## config.mk

```make
export PLATFORM = sky130hd
export DESIGN_NAME = cpu8_bus_ctl
export DESIGN_NICKNAME = d
export VERILOG_FILES = /design/src/cpu8_bus_pkg.sv /design/src/cpu8_bus_ctl.sv
export SDC_FILE = /design/constraint.sdc
export NUM_CORES = 1
export LEC_CHECK = 0
export BUFFER_PORTS_ARGS = -buffer_cell sky130_fd_sc_hd__buf_2
export CORE_UTILIZATION = 44
export DETAILED_ROUTE_END_ITERATION = 16
export PLACE_DENSITY = 0.76
export SLEW_MARGIN = 25
export SYNTH_ARGS = -nofsm -noshare
export SYNTH_HDL_FRONTEND = slang
export SYNTH_SLANG_ARGS = --single-unit
```

## constraint.sdc

```tcl
create_clock -name i_clk -period 1.5 [get_ports i_clk]
set_input_delay 0.3 -clock i_clk [delete_from_list [all_inputs] [get_ports i_clk]]
set_output_delay 0.3 -clock i_clk [all_outputs]
set_load 0.05 [all_outputs]
```

## src/cpu8_bus_pkg.sv

```systemverilog
// Shared types and constants for the 8-bit core external bus control block
`default_nettype none

package cpu8_bus_pkg;

  localparam logic [15:0] RESET_VEC = 16'h0000;
  localparam logic [15:0] NMI_VEC   = 16'h0066;
  localparam logic [15:0] INT_VEC   = 16'h0038;

  typedef enum logic [2:0] {
    KIND_FETCH,
    KIND_MEM_RD,
    KIND_MEM_WR,
    KIND_IO_RD,
    KIND_IO_WR
  } xfer_kind_t;

  // One machine cycle asked for by the core
  typedef struct packed {
    xfer_kind_t  kind;
    logic        last;         // Final machine cycle of the instruction
    logic        io_indirect;  // I/O address from the B:C register pair
    logic [15:0] addr;
    logic [7:0]  reg_b;
    logic [7:0]  reg_c;
    logic [7:0]  wdata;
  } xfer_req_t;

  typedef struct packed {
    logic mem_write_strobe;
    logic mem_read_strobe;
    logic io_write_strobe;
    logic io_read_strobe;
  } strobes_t;

  typedef struct packed {
    logic        nmi;
    logic        irq;
    logic [15:0] addr;
  } vector_t;

  typedef enum logic [1:0] {
    ST_IDLE,
    ST_ACCESS,
    ST_FLOAT,
    ST_GRANT
  } bus_state_t;

  typedef struct packed {
    bus_state_t  st;
    logic        last;
    logic        taken;
    logic        stopped;
    logic        boot;
    logic        nmi_pend;
    logic        nmi_prev;
    logic        fetch;
    strobes_t    strobes;
    logic        strobe_tri_n;
    logic        data_tri_n;
    logic        addr_tri_n;
    logic        grant;
    logic [15:0] addr;
    logic [7:0]  wdata;
    logic        rsp_valid;
    logic [7:0]  rsp_data;
    logic        vec_valid;
    vector_t     vec;
    logic [15:0] ext_addr;
  } ctl_state_t;

  localparam ctl_state_t CTL_RESET = '{
    st:           ST_IDLE,
    boot:         1'b1,
    strobe_tri_n: 1'b1,
    addr_tri_n:   1'b1,
    default:      '0
  };

endpackage : cpu8_bus_pkg

`default_nettype wire

```

## src/cpu8_bus_ctl.sv

```systemverilog
// External pin-level bus control of the 8-bit core: strobes, wait, interrupts, bus handover
`default_nettype none

module cpu8_bus_ctl
  import cpu8_bus_pkg::*;
(
  input  wire logic                   i_clk,               // System clock, 25 MHz
  input  wire logic                   i_arst_n,            // Asynchronous reset, active low
  input  wire logic                   i_rst,               // Reset pin, synchronous, active high
  input  wire logic                   i_hold_off_in,       // Addressed device not ready
  input  wire logic                   i_int,               // Maskable interrupt request level
  input  wire logic                   i_nmi,               // Non-maskable request, rising edge
  input  wire logic                   i_takeover,          // Outside master bus request
  input  wire logic [7:0]             i_mem_read_bus,      // Read data from memory space
  input  wire logic [7:0]             i_io_read_bus,       // Read data from I/O space
  input  wire logic [15:0]            i_ext_addr,          // Address from outside master
  input  wire logic                   i_req_valid,         // Core asks for a machine cycle
  input  wire cpu8_bus_pkg::xfer_req_t i_req,              // Machine cycle description
  input  wire logic                   i_int_enable,        // Core interrupt enable flip-flop
  input  wire logic                   i_halt_exec,         // Core executed a halt, pulse
  output logic                        o_stopped_flag,      // Halted, awaiting interrupt
  output logic                        o_opcode_fetch_flag, // Opcode fetch cycle
  output cpu8_bus_pkg::strobes_t      o_strobes,           // Memory and I/O strobes
  output logic                        o_strobe_tri_n,      // Low floats the strobes
  output logic                        o_data_tri_n,        // Low floats the write bus
  output logic                        o_addr_tri_n,        // Low floats the address bus
  output logic                        o_bus_grant,         // Buses handed to outside master
  output logic [15:0]                 o_addr,              // Address bus
  output logic [7:0]                  o_write_bus_out,     // Write data bus
  output logic                        o_req_taken,         // Request accepted, pulse
  output logic                        o_rsp_valid,         // Machine cycle done, pulse
  output logic [7:0]                  o_rsp_data,          // Read data of the cycle
  output logic                        o_vec_valid,         // Restart address valid, pulse
  output cpu8_bus_pkg::vector_t       o_vec,               // Restart address and cause
  output logic [15:0]                 o_ext_addr           // Address seen while granted
);

  import cpu8_bus_pkg::*;

  ctl_state_t q;
  ctl_state_t d;
  logic       nmi_seen;
  logic       instr_end;
  logic       take_req;

  function automatic strobes_t strobes_of(input xfer_kind_t kind);
    strobes_t s;
    s = '0;
    s.mem_read_strobe  = (kind == KIND_FETCH) || (kind == KIND_MEM_RD);
    s.mem_write_strobe = (kind == KIND_MEM_WR);
    s.io_read_strobe   = (kind == KIND_IO_RD);
    s.io_write_strobe  = (kind == KIND_IO_WR);
    return s;
  endfunction : strobes_of

  function automatic logic [15:0] bus_addr(input xfer_req_t r);
    logic is_io;
    is_io = (r.kind == KIND_IO_RD) || (r.kind == KIND_IO_WR);
    if (is_io && r.io_indirect)
    begin
      return {r.reg_b, r.reg_c};
    end
    return r.addr;
  endfunction : bus_addr

  always_comb
  begin
    d           = q;
    d.taken     = 1'b0;
    d.rsp_valid = 1'b0;
    d.vec_valid = 1'b0;
    d.nmi_prev  = i_nmi;
    // A pending edge waits for an instruction end; an edge in the taking cycle is that same request
    nmi_seen    = q.nmi_pend || (i_nmi && !q.nmi_prev);
    d.nmi_pend  = nmi_seen;
    instr_end   = 1'b0;
    take_req    = 1'b0;
    if (i_rst)
    begin
      d = CTL_RESET;
    end
    else
    begin
      if (i_halt_exec)
      begin
        d.stopped = 1'b1;
      end
      case (q.st)
        ST_IDLE:
        begin
          if (i_takeover)
          begin
            // Float first; grant follows a cycle later so no two drivers overlap
            d.st           = ST_FLOAT;
            d.strobe_tri_n = 1'b0;
            d.addr_tri_n   = 1'b0;
            d.data_tri_n   = 1'b0;
          end
          else if (q.boot)
          begin
            d.boot      = 1'b0;
            d.vec_valid = 1'b1;
            d.vec       = '{nmi: 1'b0, irq: 1'b0, addr: RESET_VEC};
          end
          else if (q.stopped)
          begin
            instr_end = 1'b1;
          end
          else if (i_req_valid)
          begin
            take_req     = 1'b1;
            d.st         = ST_ACCESS;
            d.taken      = 1'b1;
            d.last       = i_req.last;
            d.addr       = bus_addr(i_req);
            d.wdata      = i_req.wdata;
            d.strobes    = strobes_of(i_req.kind);
            d.fetch      = (i_req.kind == KIND_FETCH);
            d.data_tri_n = (i_req.kind == KIND_MEM_WR) || (i_req.kind == KIND_IO_WR);
          end
        end
        ST_ACCESS:
        begin
          // Same-clock device: hold-off is sampled at every edge of the access
          if (!i_hold_off_in)
          begin
            d.st         = ST_IDLE;
            d.strobes    = '0;
            d.fetch      = 1'b0;
            d.data_tri_n = 1'b0;
            d.rsp_valid  = 1'b1;
            d.rsp_data   = q.strobes.io_read_strobe ? i_io_read_bus : i_mem_read_bus;
            instr_end    = q.last;
          end
        end
        ST_FLOAT:
        begin
          d.st    = ST_GRANT;
          d.grant = 1'b1;
        end
        ST_GRANT:
        begin
          // Address bus is an input now: capture what the outside master drives
          d.ext_addr = i_ext_addr;
          if (!i_takeover)
          begin
            d.st           = ST_IDLE;
            d.grant        = 1'b0;
            d.strobe_tri_n = 1'b1;
            d.addr_tri_n   = 1'b1;
          end
        end
        default:
        begin
          d = CTL_RESET;
        end
      endcase
      if (instr_end)
      begin
        if (nmi_seen)
        begin
          d.nmi_pend  = 1'b0;
          d.stopped   = 1'b0;
          d.vec_valid = 1'b1;
          d.vec       = '{nmi: 1'b1, irq: 1'b0, addr: NMI_VEC};
        end
        else if (i_int && i_int_enable)
        begin
          d.stopped   = 1'b0;
          d.vec_valid = 1'b1;
          d.vec       = '{nmi: 1'b0, irq: 1'b1, addr: INT_VEC};
        end
      end
    end
  end

  always_ff @(posedge i_clk or negedge i_arst_n)
  begin
    if (!i_arst_n)
    begin
      q <= CTL_RESET;
    end
    else
    begin
      q <= d;
    end
  end

  assign o_stopped_flag      = q.stopped;
  assign o_opcode_fetch_flag = q.fetch;
  assign o_strobes           = q.strobes;
  assign o_strobe_tri_n      = q.strobe_tri_n;
  assign o_data_tri_n        = q.data_tri_n;
  assign o_addr_tri_n        = q.addr_tri_n;
  assign o_bus_grant         = q.grant;
  assign o_addr              = q.addr;
  assign o_write_bus_out     = q.wdata;
  assign o_req_taken         = q.taken;
  assign o_rsp_valid         = q.rsp_valid;
  assign o_rsp_data          = q.rsp_data;
  assign o_vec_valid         = q.vec_valid;
  assign o_vec               = q.vec;
  assign o_ext_addr          = q.ext_addr;
endmodule : cpu8_bus_ctl

`default_nettype wire

```

# == Yosys cells after proc, flatten, opt, wreduce, memory -nomap -nowiden ==
# Index checks and enable logic that the tools add are counted.
# W data, S select, Z words.
# totals
register_bits,85
out_inout_bits,79
inputBits,87
# classes
reduce_logical,25
n_eq_ne,21
muxes,65
# op_table
cell,count
$mux W24,5
$mux W19,6
$mux W85,1
$mux W16,3
$mux W1,26
$mux W5,5
$ne A3 B3 Y1 const B,7
$mux W9,2
$reduce_and A5 Y1,3
$mux W2,6
$mux W4,3
$ne A4 B4 Y1 const B,3
$pmux W1 S2,5
$pmux W5 S2,1
$reduce_bool A3 Y1,3
$mux W8,1
$ne A2 B2 Y1 const B,4
$pmux W2 S4,1
$reduce_bool A2 Y1,4
$eq A3 B2 Y1 const B,2
$reduce_and A2 Y1,3
$reduce_and A6 Y1,1
$eq A2 B2 Y1 const B,2
$logic_or A1 B1 Y1,4
other kinds (8),10

# == Depth between registers and ports, before layout ==
# Gate-level depths: netlist (run 1).
# logic_depth
word_depth,17
ltp_mapped,7

# == Worst setup path after synthesis (run 1) ==
# OpenSTA, ideal clock, no wires.
# synth_timing
path_kind,register to register
startpoint,register q (netlist bit o_stopped_flag)
endpoint,register q (netlist bit o_addr[12])
arrival_ns,1.525
stages_incl_launch_ff,6
setup_ns,0.137
period_less_slack_ns,1.662
required_ns,1.363
slack_ns,-0.162
path_cell_list,dfrtp_1 nor3b_2 nand2_1 buf_2 a21oi_1 a211oi_2
# synth_via
elab_chain_cells,2
# synth_lines
element,line_no,source
from (decl),cpu8_bus_ctl.sv:40,ctl_state_t q;
from (signal assigned),cpu8_bus_ctl.sv:181,q <= CTL_RESET;
from (signal assigned),cpu8_bus_ctl.sv:185,q <= d;
$ne A2 B2 Y1 (no line),--,
$reduce_and A5 Y1 (no line),--,
# Every way passes these cells.
# A chain may end at the register's enable or synchronous reset.

# == Worst setup path after layout (run 1) ==
# layout_timing
startpoint,register q[83] (netlist bit)
endpoint,register q (netlist bit o_data_tri_n)
# layout_via
elab_chain_cells,3
word_cells_on_any_way,10
# layout_lines
element,line_no,source
$eq A2 B1 Y1 or $logic_not A2 Y1 (tied branches),cpu8_bus_ctl.sv:88,case (q.st)
$ne A3 B3 Y1 (no line) (tied with other cells),--,
$reduce_and A5 Y1 (no line) or $mux W85 (tied branches),--,
# Parallel ways exist; a longest one is shown, timed or not.

==> impl_metrics.ini, run 1 <==
[grt]
grt_max_degree = 48
grt_use_total_pct = 19.1
grt_antenna_before_repair = 0
overflow = 0
grt_pass1_wl_um = 14800
grt_pass1_vias = 3131

[synth]
synth_fp_nets = 521
synth_seq_cells = 84
synth_cells = 434
yosys.area.top_type = dfrtp_1
yosysUniqueCellTypes = 37
ys_warn_count = 0
synth.area.top_cells = dfrtp_1 49%, buf_4 13%, nand2_1 8.1%
synth_area_um2 = 4170
ys_seq_area_share_pct = 50.4
syn_avg_cell_area_um2 = 9.61
synth_top_cell_area_share_pct = 49.2

[setup_path]
critical_path_class = flip-flop to flip-flop
r2r_cells = 5
worstReg2RegStart = q[83]
path_max_fanout = 4
cp.arrival_ns = 1.78
start_kind = flip-flop
r2r_end = o_data_tri_n
endpoint_kind = flip-flop
required_ns = 1.74
regToRegSetupSlack_ns = -0.04

[routing]
drt_iter0_drc = 115
firstDrtPassIters = 4
vias = 3282
wl_per_cell_um = 14.0
detail-route-antenna-nets = 0
via_per_inst = 4.93
routed_wl_um = 9320
drc_errors = 0

[worst_hold_path]
hold_end = o_write_bus_out[5]
min_from = i_req[5]
hold_path_depth = 3
hp-class = primary input to flip-flop

[clock_network]
cts_tree = done
root_buffer = clkbuf_8
cts_buffer_depth = 2
clock-sinks = 84
clkTransAtPathRegs_ns = 0.09
cts_htree_levels = 3
clock_latency_ns = 0.35
cts_buffers = 9

[final_layout]
area_delta_synth_final_pct = 24.1
final_common_cell = buf_2
antennaDiodeCount = 0
nFillCells = 815
drive_above_1_share_pct = 47.2
multi_input_area_um2 = 1540
fin_util_pct = 56.3
mostFrequentLayoutCells = 161 x buf_2, 89 x nand2_1, 78 x dfrtp_1
final_nets = 637
seq_area_um2 = 2110
fin_cells = 666
fin_area_um2 = 5180

[timing]
setup_ws_ns = -0.0405
setup_viol = 12
tightest_slew_ns = 0.375
post-route-min-period_ns = 1.54
timing.slew.headroom_pct = 75.0
hold_violations = 0
holdWs_ns = 0.178
rsz0062_at_grt = true
period_share_pct = 103
max_freq_mhz = 649
finalClockSkew_ns = 0.00643
drv_slew = 0

[run_status]
violations = negative setup slack
status = finished, violations left

[pwr]
ir_worst_vdd_v = 0.000543
p_leak_nw = 2.75
cellPowerDensity_nw_per_um2 = 995

[run]
cap_violations = 0

[placed_design]
portBuffers = 165
routabilityCongestion = 0.799
place_area_um2 = 4790
dp_hpwl_um = 6830
place_inst = 648

[floorplan]
initial_core_util_pct = 45.4
core_um2 = 9200
io_pins = 166
die_w_um = 99.4
rows = 35
die_area_um2 = 9880
dieHeight_um = 99.4
worst max-delay path by stage:
stage | startpoint | to | slack (ns) | cells past startpoint
after floorplan | o_stopped_flag | o_addr[0] | -0.005 | 6
after global placement | q[84] | o_vec[13] | 0.003 | 4
after detailed placement | q[84] | o_data_tri_n | -0.12 | 5
after CTS | q[83] | o_data_tri_n | -0.04 | 5
after global routing | q[83] | o_vec[3] | -0.11 | 4
final | q[83] | o_data_tri_n | -0.04 | 5
kinds of logic after synthesis:
kind of cell | count (synthesis) | share of synthesized area (%)
multiplexers | 8 | 1.92
AO/OA/AOI/OAI | 103 | 16.5
buffers and inverters | 98 | 16.1
flip-flops | 84 | 50.4
AND/OR/NAND/NOR | 141 | 15.1
repair_timing:
item | CTS | global route
setup endpoints to repair | 43 | 66
resized for setup | 8 | 32
setup buffers | 1 | 0
pin swaps | 0 | 4
hold endpoints to repair | 19 | 0
hold buffers | 1 | 0
worst max-delay path, cell delays in order (launching register included):
cell       delay [ns]
dfrtp_2          0.45
buf_4            0.16
or3_1            0.36
o22ai_1          0.21
a2111oi_1        0.10
a21o_1           0.17
cell type report:
cell class | instances | share of cell area [%]
Timing Repair Buffer | 198 | 22.2
Sequential cell | 84 | 40.7
Tap cell | 111 | 2.68
Clock inverter | 7 | 2.03
Multi-Input combinational cell | 252 | 29.6
Inverter | 5 | 0.362
Clock buffer | 9 | 2.39
where the power goes:
part | internal, mW | total [mW] | switching, mW
registers | 2.34 | 2.40 | 0.0579
logic | 0.330 | 0.924 | 0.594
clock network | 0.964 | 1.83 | 0.866
metal layers:
metal / up-vias / wire [um] / track usage, % / part of all wire (%)
met4: 0 / 151 / 8.48 / 1.6
li1: 1615 / - / - / -
met3: 10 / 527 / 4.36 / 5.7
met5: - / 0 / 0 / 0
met2: 110 / 4600 / 31.7 / 49
met1: 1547 / 4040 / 23.8 / 43
cell usage after synthesis:
cell type	count
dfrtp_1	82
and3b_1	1
nor3_4	1
dfstp_2	2
o21bai_1	4
a2111oi_0	1
a21o_1	7
nor3b_1	1
a21oi_1	52
o21a_1	2
nor3b_2	3
clkbuf_1	8
o21ai_2	1
nand2_1	90
mux2i_1	8
buf_4	73
o21ai_1	1
o21ai_0	9
o41ai_1	3
a211oi_1	7
nor3_1	2
or3_1	1
inv_1	5
or2_2	1
o22ai_1	1
a211oi_2	11
buf_6	3
nand2b_1	4
a211o_1	1
buf_1	4
nor2_1	23
and3_1	10
a32oi_2	1
and2_1	2
nor2b_1	2
buf_2	5
o31ai_1	2
flip-flops by register name (all words and copies together), names as in the netlist:
signal / count
q: 6
o_req_taken: 1
o_opcode_fetch_flag: 1
o_rsp_valid: 1
o_stopped_flag: 1
o_write_bus_out: 8
o_bus_grant: 1
o_rsp_data: 8
o_ext_addr: 16
o_addr: 16
o_vec_valid: 1
o_vec: 18
o_strobes: 4
o_strobe_tri_n: 1
o_data_tri_n: 1
per-stage QoR:
| step | worst slack [ns] | TNS, ns | power (mW) |
|---|---|---|---|
| CTS | -0.0425 | -0.337 | 5.17 |
| global placement | 0.00275 | 0 | 3.30 |
| finish | -0.0405 | -0.140 | 5.15 |
| detailed placement | -0.116 | -0.897 | 3.32 |
| floorplan | -0.00498 | -0.0682 | 3.01 |
| global route | -0.114 | -3.38 | 5.39 |
Power figures use the tool's default switching activity.
==> run 2, diff against run 1 <==
--- a/config.mk
+++ b/config.mk
@@ -5,10 +5,12 @@
 export SDC_FILE = /design/constraint.sdc
 export NUM_CORES = 1
 export LEC_CHECK = 0
+export ABC_AREA = 1
 export BUFFER_PORTS_ARGS = -buffer_cell sky130_fd_sc_hd__buf_2
-export CORE_UTILIZATION = 44
+export CORE_UTILIZATION = 45
 export DETAILED_ROUTE_END_ITERATION = 16
-export PLACE_DENSITY = 0.76
+export PLACE_DENSITY = 0.77
+export SKIP_LAST_GASP = 1
 export SLEW_MARGIN = 25
 export SYNTH_ARGS = -nofsm -noshare
 export SYNTH_HDL_FRONTEND = slang
==> constraint.sdc (replaced) <==
create_clock -name i_clk -period 1.3 [get_ports i_clk]
set_input_delay 0.26 -clock i_clk [delete_from_list [all_inputs] [get_ports i_clk]]
set_output_delay 0.26 -clock i_clk [all_outputs]
set_load 0.05 [all_outputs]
==> impl_metrics.ini, run 2 <==
[timing]
timing.slew.headroom_pct = 78.5
setup_ws_ns = -0.0951
hold_violations = 0
post-route-min-period_ns = 1.40
drv_slew = 0
setup_viol = 33
final.setup.tns_ns = -1.96
finalClockSkew_ns = 0.0118
max_freq_mhz = 717
period_share_pct = 107
rsz0062_at_grt = true
tightest_slew_ns = 0.322

[final_layout]
largest_reg_flops = 18
drive_above_1_share_pct = 41.5
area_delta_synth_final_pct = 29.1
final_common_cell = buf_2
mostFrequentLayoutCells = 149 x buf_2, 106 x nand3_1, 95 x nand2_1
antennaDiodeCount = 0
fin_cells = 805
final_nets = 754

[clock_network]
clkTransAtPathRegs_ns = 0.09
cts_tree = done
cts_htree_levels = 3
root_buffer = clkbuf_8
cts_buffers = 9
cts_buffer_depth = 2
clock_latency_ns = 0.36
clock-sinks = 84

[synth]
synth_common_cells = 117 x nand3_1, 103 x nand2_1, 82 x dfrtp_1
synth_fp_nets = 629
synth_area_um2 = 4480
yosys.area.top_type = dfrtp_1
ys_seq_area_share_pct = 47.0
yosysMostFrequentCell = nand3_1
synth_seq_cells = 84
ys_warn_count = 0
yosysUniqueCellTypes = 25
synthArstFlopShare_pct = 100
synth_ff_type = dfrtp_1
synth_top_cell_area_share_pct = 45.8
syn_avg_cell_area_um2 = 8.27
synth_edf_count = 0
synth.area.top_cells = dfrtp_1 46%, nand3_1 13%, buf_4 12%
synth_cells = 542

[placed_design]
dp_hpwl_um = 7440
place_inst = 778
place_ws_ns = -0.0810
portBuffers = 165
routabilityCongestion = 0.840

[worst_hold_path]
hp-class = primary input to flip-flop

[floorplan]
dieHeight_um = 102
rows = 36
die_w_um = 102
die_area_um2 = 10400
initial_core_util_pct = 46.1
core_um2 = 9730
io_pins = 166

[grt]
overflow = 0
grt_pass1_wl_um = 16700
grt_pass1_vias = 3717
grt_max_degree = 52
grt_antenna_before_repair = 0
grt_use_total_pct = 20.7

[setup_path]
start_kind = flip-flop
crit_chain = inv_2 -> nor2_1 -> nand2_4 -> buf_12 -> nand3_1 -> nand3_1 -> nand2_1 -> nor2_1
cp-endpoint = o_vec[1]
r2r_end = o_vec[1]
required_ns = 1.54
worstReg2RegStart = q[79]
endpoint_kind = flip-flop
cp.arrival_ns = 1.64
cp_slowest_stage_delay_ns = 0.54
slowest_stage = dfstp_2
critical_path_class = flip-flop to flip-flop
critPathLaunch = q[79]
path_max_fanout = 11
regToRegSetupSlack_ns = -0.1
r2r_cells = 8

[routing]
vias = 3997
routed_wl_um = 10800
via_per_inst = 4.97
firstDrtPassIters = 4
detail-route-antenna-nets = 0
drc_errors = 0
drt_iter0_drc = 115
wl_per_cell_um = 13.4

[pwr]
p_int_mw = 4.12
cellPowerDensity_nw_per_um2 = 1040
p_leak_nw = 3.23
pwr-share-clk_pct = 30.1
p_switching_mw = 1.88
power_frac_seq_pct = 46.3
p_sw_share_pct = 31.4
ir_worst_vdd_v = 0.000583
combPwrFrac_pct = 23.6

[run_status]
violations = negative setup slack
status = finished, violations left

[run]
cap_violations = 0
## run 2: worst min-delay path by stage
stage,startpoint,endpoint,slack (ns),cells after the start
floorplan,i_arst_n,o_addr[0],-0.04,0
global placement,i_arst_n,o_ext_addr[6],0.12,1
detailed placement,i_arst_n,o_ext_addr[12],0.12,1
CTS,i_req[3],o_write_bus_out[3],0.08,3
global route,i_req[2],o_write_bus_out[2],0.09,3
finish,i_req[3],o_write_bus_out[3],0.10,3
## run 2: power by group through the flow
| stage | clock network, mW | logic [mW] | registers (mW) |
|---|---|---|---|
| 6_report | 1.81 | 1.42 | 2.78 |
| 4_1_cts | 1.88 | 1.27 | 2.78 |
| 3_5_place_dp | 0 | 1.20 | 2.82 |
| 2_1_floorplan | 0 | 0.725 | 2.89 |
| 5_1_grt | 1.96 | 1.53 | 2.79 |
| 3_3_place_gp | 0 | 1.17 | 2.82 |
## run 2: what timing repair did
| action | CTS | global route |
|---|---|---|
| hold endpoints to repair | 56 | 0 |
| hold buffers | 1 | 0 |
| gates cloned | 1 | 3 |
| endpoints found under the setup margin | 63 | 88 |
| pin swaps | 2 | 22 |
| setup buffers | 3 | 3 |
| resized for setup | 21 | 67 |
## run 2: kinds of logic (layout without fill, tap and decap cells)
kind of cell / after synthesis / count (layout) / share of synthesized area (%)
flip-flops: 84 / 84 / 47.0
multiplexers: 8 / 8 / 1.79
buffers and inverters: 152 / 281 / 19.9
AO/OA/AOI/OAI: 34 / 34 / 4.22
AND/OR/NAND/NOR: 264 / 265 / 27.2
## run 2: layout make-up
cell class              instances  area (um2)
fillers                       840        3940
flip-flops and latches         84        2110
multi-input cells             307        1730
repair buffers                209        1380
inverters                      56         216
well taps                     133         166
clock buffers                  11         131
clock inverters                 5        53.8
## run 2: per-layer routing
| layer | vias to the layer above | global-route usage (%) | part of all wire, % |
|---|---|---|---|
| li1 | 1927 | - | - |
| met5 | - | 0 | 0 |
| met1 | 1888 | 25.6 | 42 |
| met2 | 159 | 34.4 | 49 |
| met4 | 0 | 9.25 | 2.0 |
| met3 | 23 | 5.11 | 6.4 |
## run 2: stage by stage
step	util [%]	total power, mW	hold slack, ns	instance area [um2]
detailed placement	52.7	4.02	0.118	5130
finish	59.5	6.01	0.101	5790
CTS	55.9	5.92	0.0802	5440
floorplan	-	3.61	-0.0356	4490
global placement	52.7	3.99	0.116	5130
global route	59.5	6.29	0.0899	5790
## run 2: critical path, delay by kind of cell (launching register included)
kind | cells | cell delay, ns
flip-flops | 1 | 0.54
buffers and inverters | 2 | 0.20
AND/OR/NAND/NOR | 6 | 0.54
==> run 3, diff against run 2 <==
--- a/config.mk
+++ b/config.mk
@@ -10,6 +10,7 @@
 export CORE_UTILIZATION = 45
 export DETAILED_ROUTE_END_ITERATION = 16
 export PLACE_DENSITY = 0.77
+export REMOVE_ABC_BUFFERS = 1
 export SKIP_LAST_GASP = 1
 export SLEW_MARGIN = 25
 export SYNTH_ARGS = -nofsm -noshare
==> impl_metrics.ini, run 3 (same netlist as run 2, synthesis figures left out) <==
[final_layout]
final_common_cell = buf_2
fin_area_um2 = 5700
final_nets = 752
fin_util_pct = 58.6
drive_above_1_share_pct = 40.3
antennaDiodeCount = 0
area_delta_synth_final_pct = 27.3
fin_cells = 803
largest_reg_flops = 18
mostFrequentLayoutCells = 157 x buf_2, 109 x nand3_1, 87 x nand2_1

[floorplan]
dieHeight_um = 102
die_area_um2 = 10400
initial_core_util_pct = 46.1
io_pins = 166
die_w_um = 102
core_um2 = 9730
rows = 36

[timing]
period_share_pct = 106
rsz0062_at_grt = true
setup_ws_ns = -0.0718
setup_viol = 38
drv_slew = 0
hold_violations = 0
timing.slew.headroom_pct = 70.1
final.setup.tns_ns = -1.57
finalClockSkew_ns = 0.0120
tightest_slew_ns = 0.448
max_freq_mhz = 729
post-route-min-period_ns = 1.37

[placed_design]
portBuffers = 165
place_area_um2 = 5100
routabilityCongestion = 0.839
dp_hpwl_um = 6950
place_inst = 775
place_ws_ns = -0.132

[clock_network]
clock_latency_ns = 0.35
cts_buffer_depth = 2
root_buffer = clkbuf_8
clkTransAtPathRegs_ns = 0.09
cts_htree_levels = 3
cts_tree = done
clock-sinks = 84
cts_buffers = 9

[setup_path]
cp.arrival_ns = 1.61
worstPathBufferInverterCount = 2
crit_chain = buf_4 -> nor2_4 -> nand3_4 -> nand2_8 -> buf_4 -> nand3_1 -> nand2_1 -> nor2_1
required_ns = 1.54
slowest_stage = dfrtp_2
cpLargestDelayFamily = simple AND/OR/NAND/NOR gates
crit_top_cell = buf_4
critical_path_class = flip-flop to flip-flop
endpoint_kind = flip-flop
cp_slowest_stage_delay_ns = 0.45
path_max_fanout = 5
start_kind = flip-flop

[grt]
grt_max_degree = 85
grt_use_total_pct = 19.7
grt_pass1_vias = 3450
overflow = 0
grt_pass1_wl_um = 15900
grt_antenna_before_repair = 0

[pwr]
ir_worst_vdd_v = 0.000518
p_leak_nw = 3.25
cellPowerDensity_nw_per_um2 = 1080

[routing]
drc_errors = 0
via_per_inst = 4.85
routed_wl_um = 10300
wl_per_cell_um = 12.8
firstDrtPassIters = 5
drt_iter0_drc = 117
detail-route-antenna-nets = 0
vias = 3894

[run_status]
status = finished, violations left
violations = negative setup slack

[worst_hold_path]
hp-class = primary input to flip-flop

[run]
cap_violations = 0
==> run 3: cell types whose count changed in the layout (fill, tap and decap cells not counted), sizes merged <==
cell,change
nand2,+1
clkinvlp,+1
clkinv,-4
bufbuf,+1
bufinv,+1
buf,+6
clkbuf,-9
inv,+1
==> run 3: worst reg2reg max path, delay by kind of cell, from the launching register on <==
kind,cells,cell delay [ns]
buffers and inverters,2,0.29
flip-flops,1,0.45
AND/OR/NAND/NOR,6,0.53
==> run 3: power by group <==
group | leakage, nW | switching (mW) | internal, mW
clock network | 0.0968 | 0.929 | 1.09
logic | 2.01 | 0.841 | 0.512
registers | 1.15 | 0.0689 | 2.71
total | 3.25 | 1.84 | 4.31
==> run 3: path summary, 6_finish.rpt <==
check	from	end	slack, ns	depth (start not counted)
worst max-delay path	q[84]	o_vec[2]	-0.07	8
worst min-delay path	i_req[2]	o_write_bus_out[2]	0.11	3
worst max register to register	q[84]	o_vec[2]	-0.07	8
worst min register to register	o_strobes[2]	o_strobes[2]	0.47	2
max in group asynchronous	i_arst_n	q[82]	0.45	3
min in group asynchronous	i_arst_n	o_rsp_data[3]	0.48	3
==> run 3: per-layer routing <==
metal / vias up / track usage, % / share of wire [%]
met3: 11 / 4.00 / 6.1
li1: 1931 / - / -
met5: - / 0 / 0
met4: 0 / 6.69 / 1.1
met2: 156 / 32.8 / 49
met1: 1796 / 25.5 / 43
==> run 3: stage by stage <==
| stage | hold WS [ns] | total power, mW |
|---|---|---|
| floorplan | -0.0356 | 3.48 |
| global placement | 0.330 | 3.98 |
| detailed placement | 0.334 | 4.01 |
| CTS | 0.0946 | 6.15 |
| global route | 0.106 | 6.44 |
| finish | 0.112 | 6.15 |
==> run 3: final cells by class <==
class	instances	area, um2
Clock inverter	4	75.1
Sequential cell	84	2110
Fill cell	906	4030
Timing Repair Buffer	206	1350
Multi-Input combinational cell	308	1660
Clock buffer	12	135
Inverter	56	210
Tap cell	133	166
==> run 3: repair_timing <==
| item | CTS | global route |
|---|---|---|
| pin swaps | 10 | 9 |
| gates cloned | 4 | 1 |
| buffers inserted | 3 | 3 |
| endpoints found under the hold margin | 82 | 0 |
| gates resized for setup | 31 | 32 |
| hold buffers | 1 | 0 |
| setup endpoints to repair | 52 | 82 |
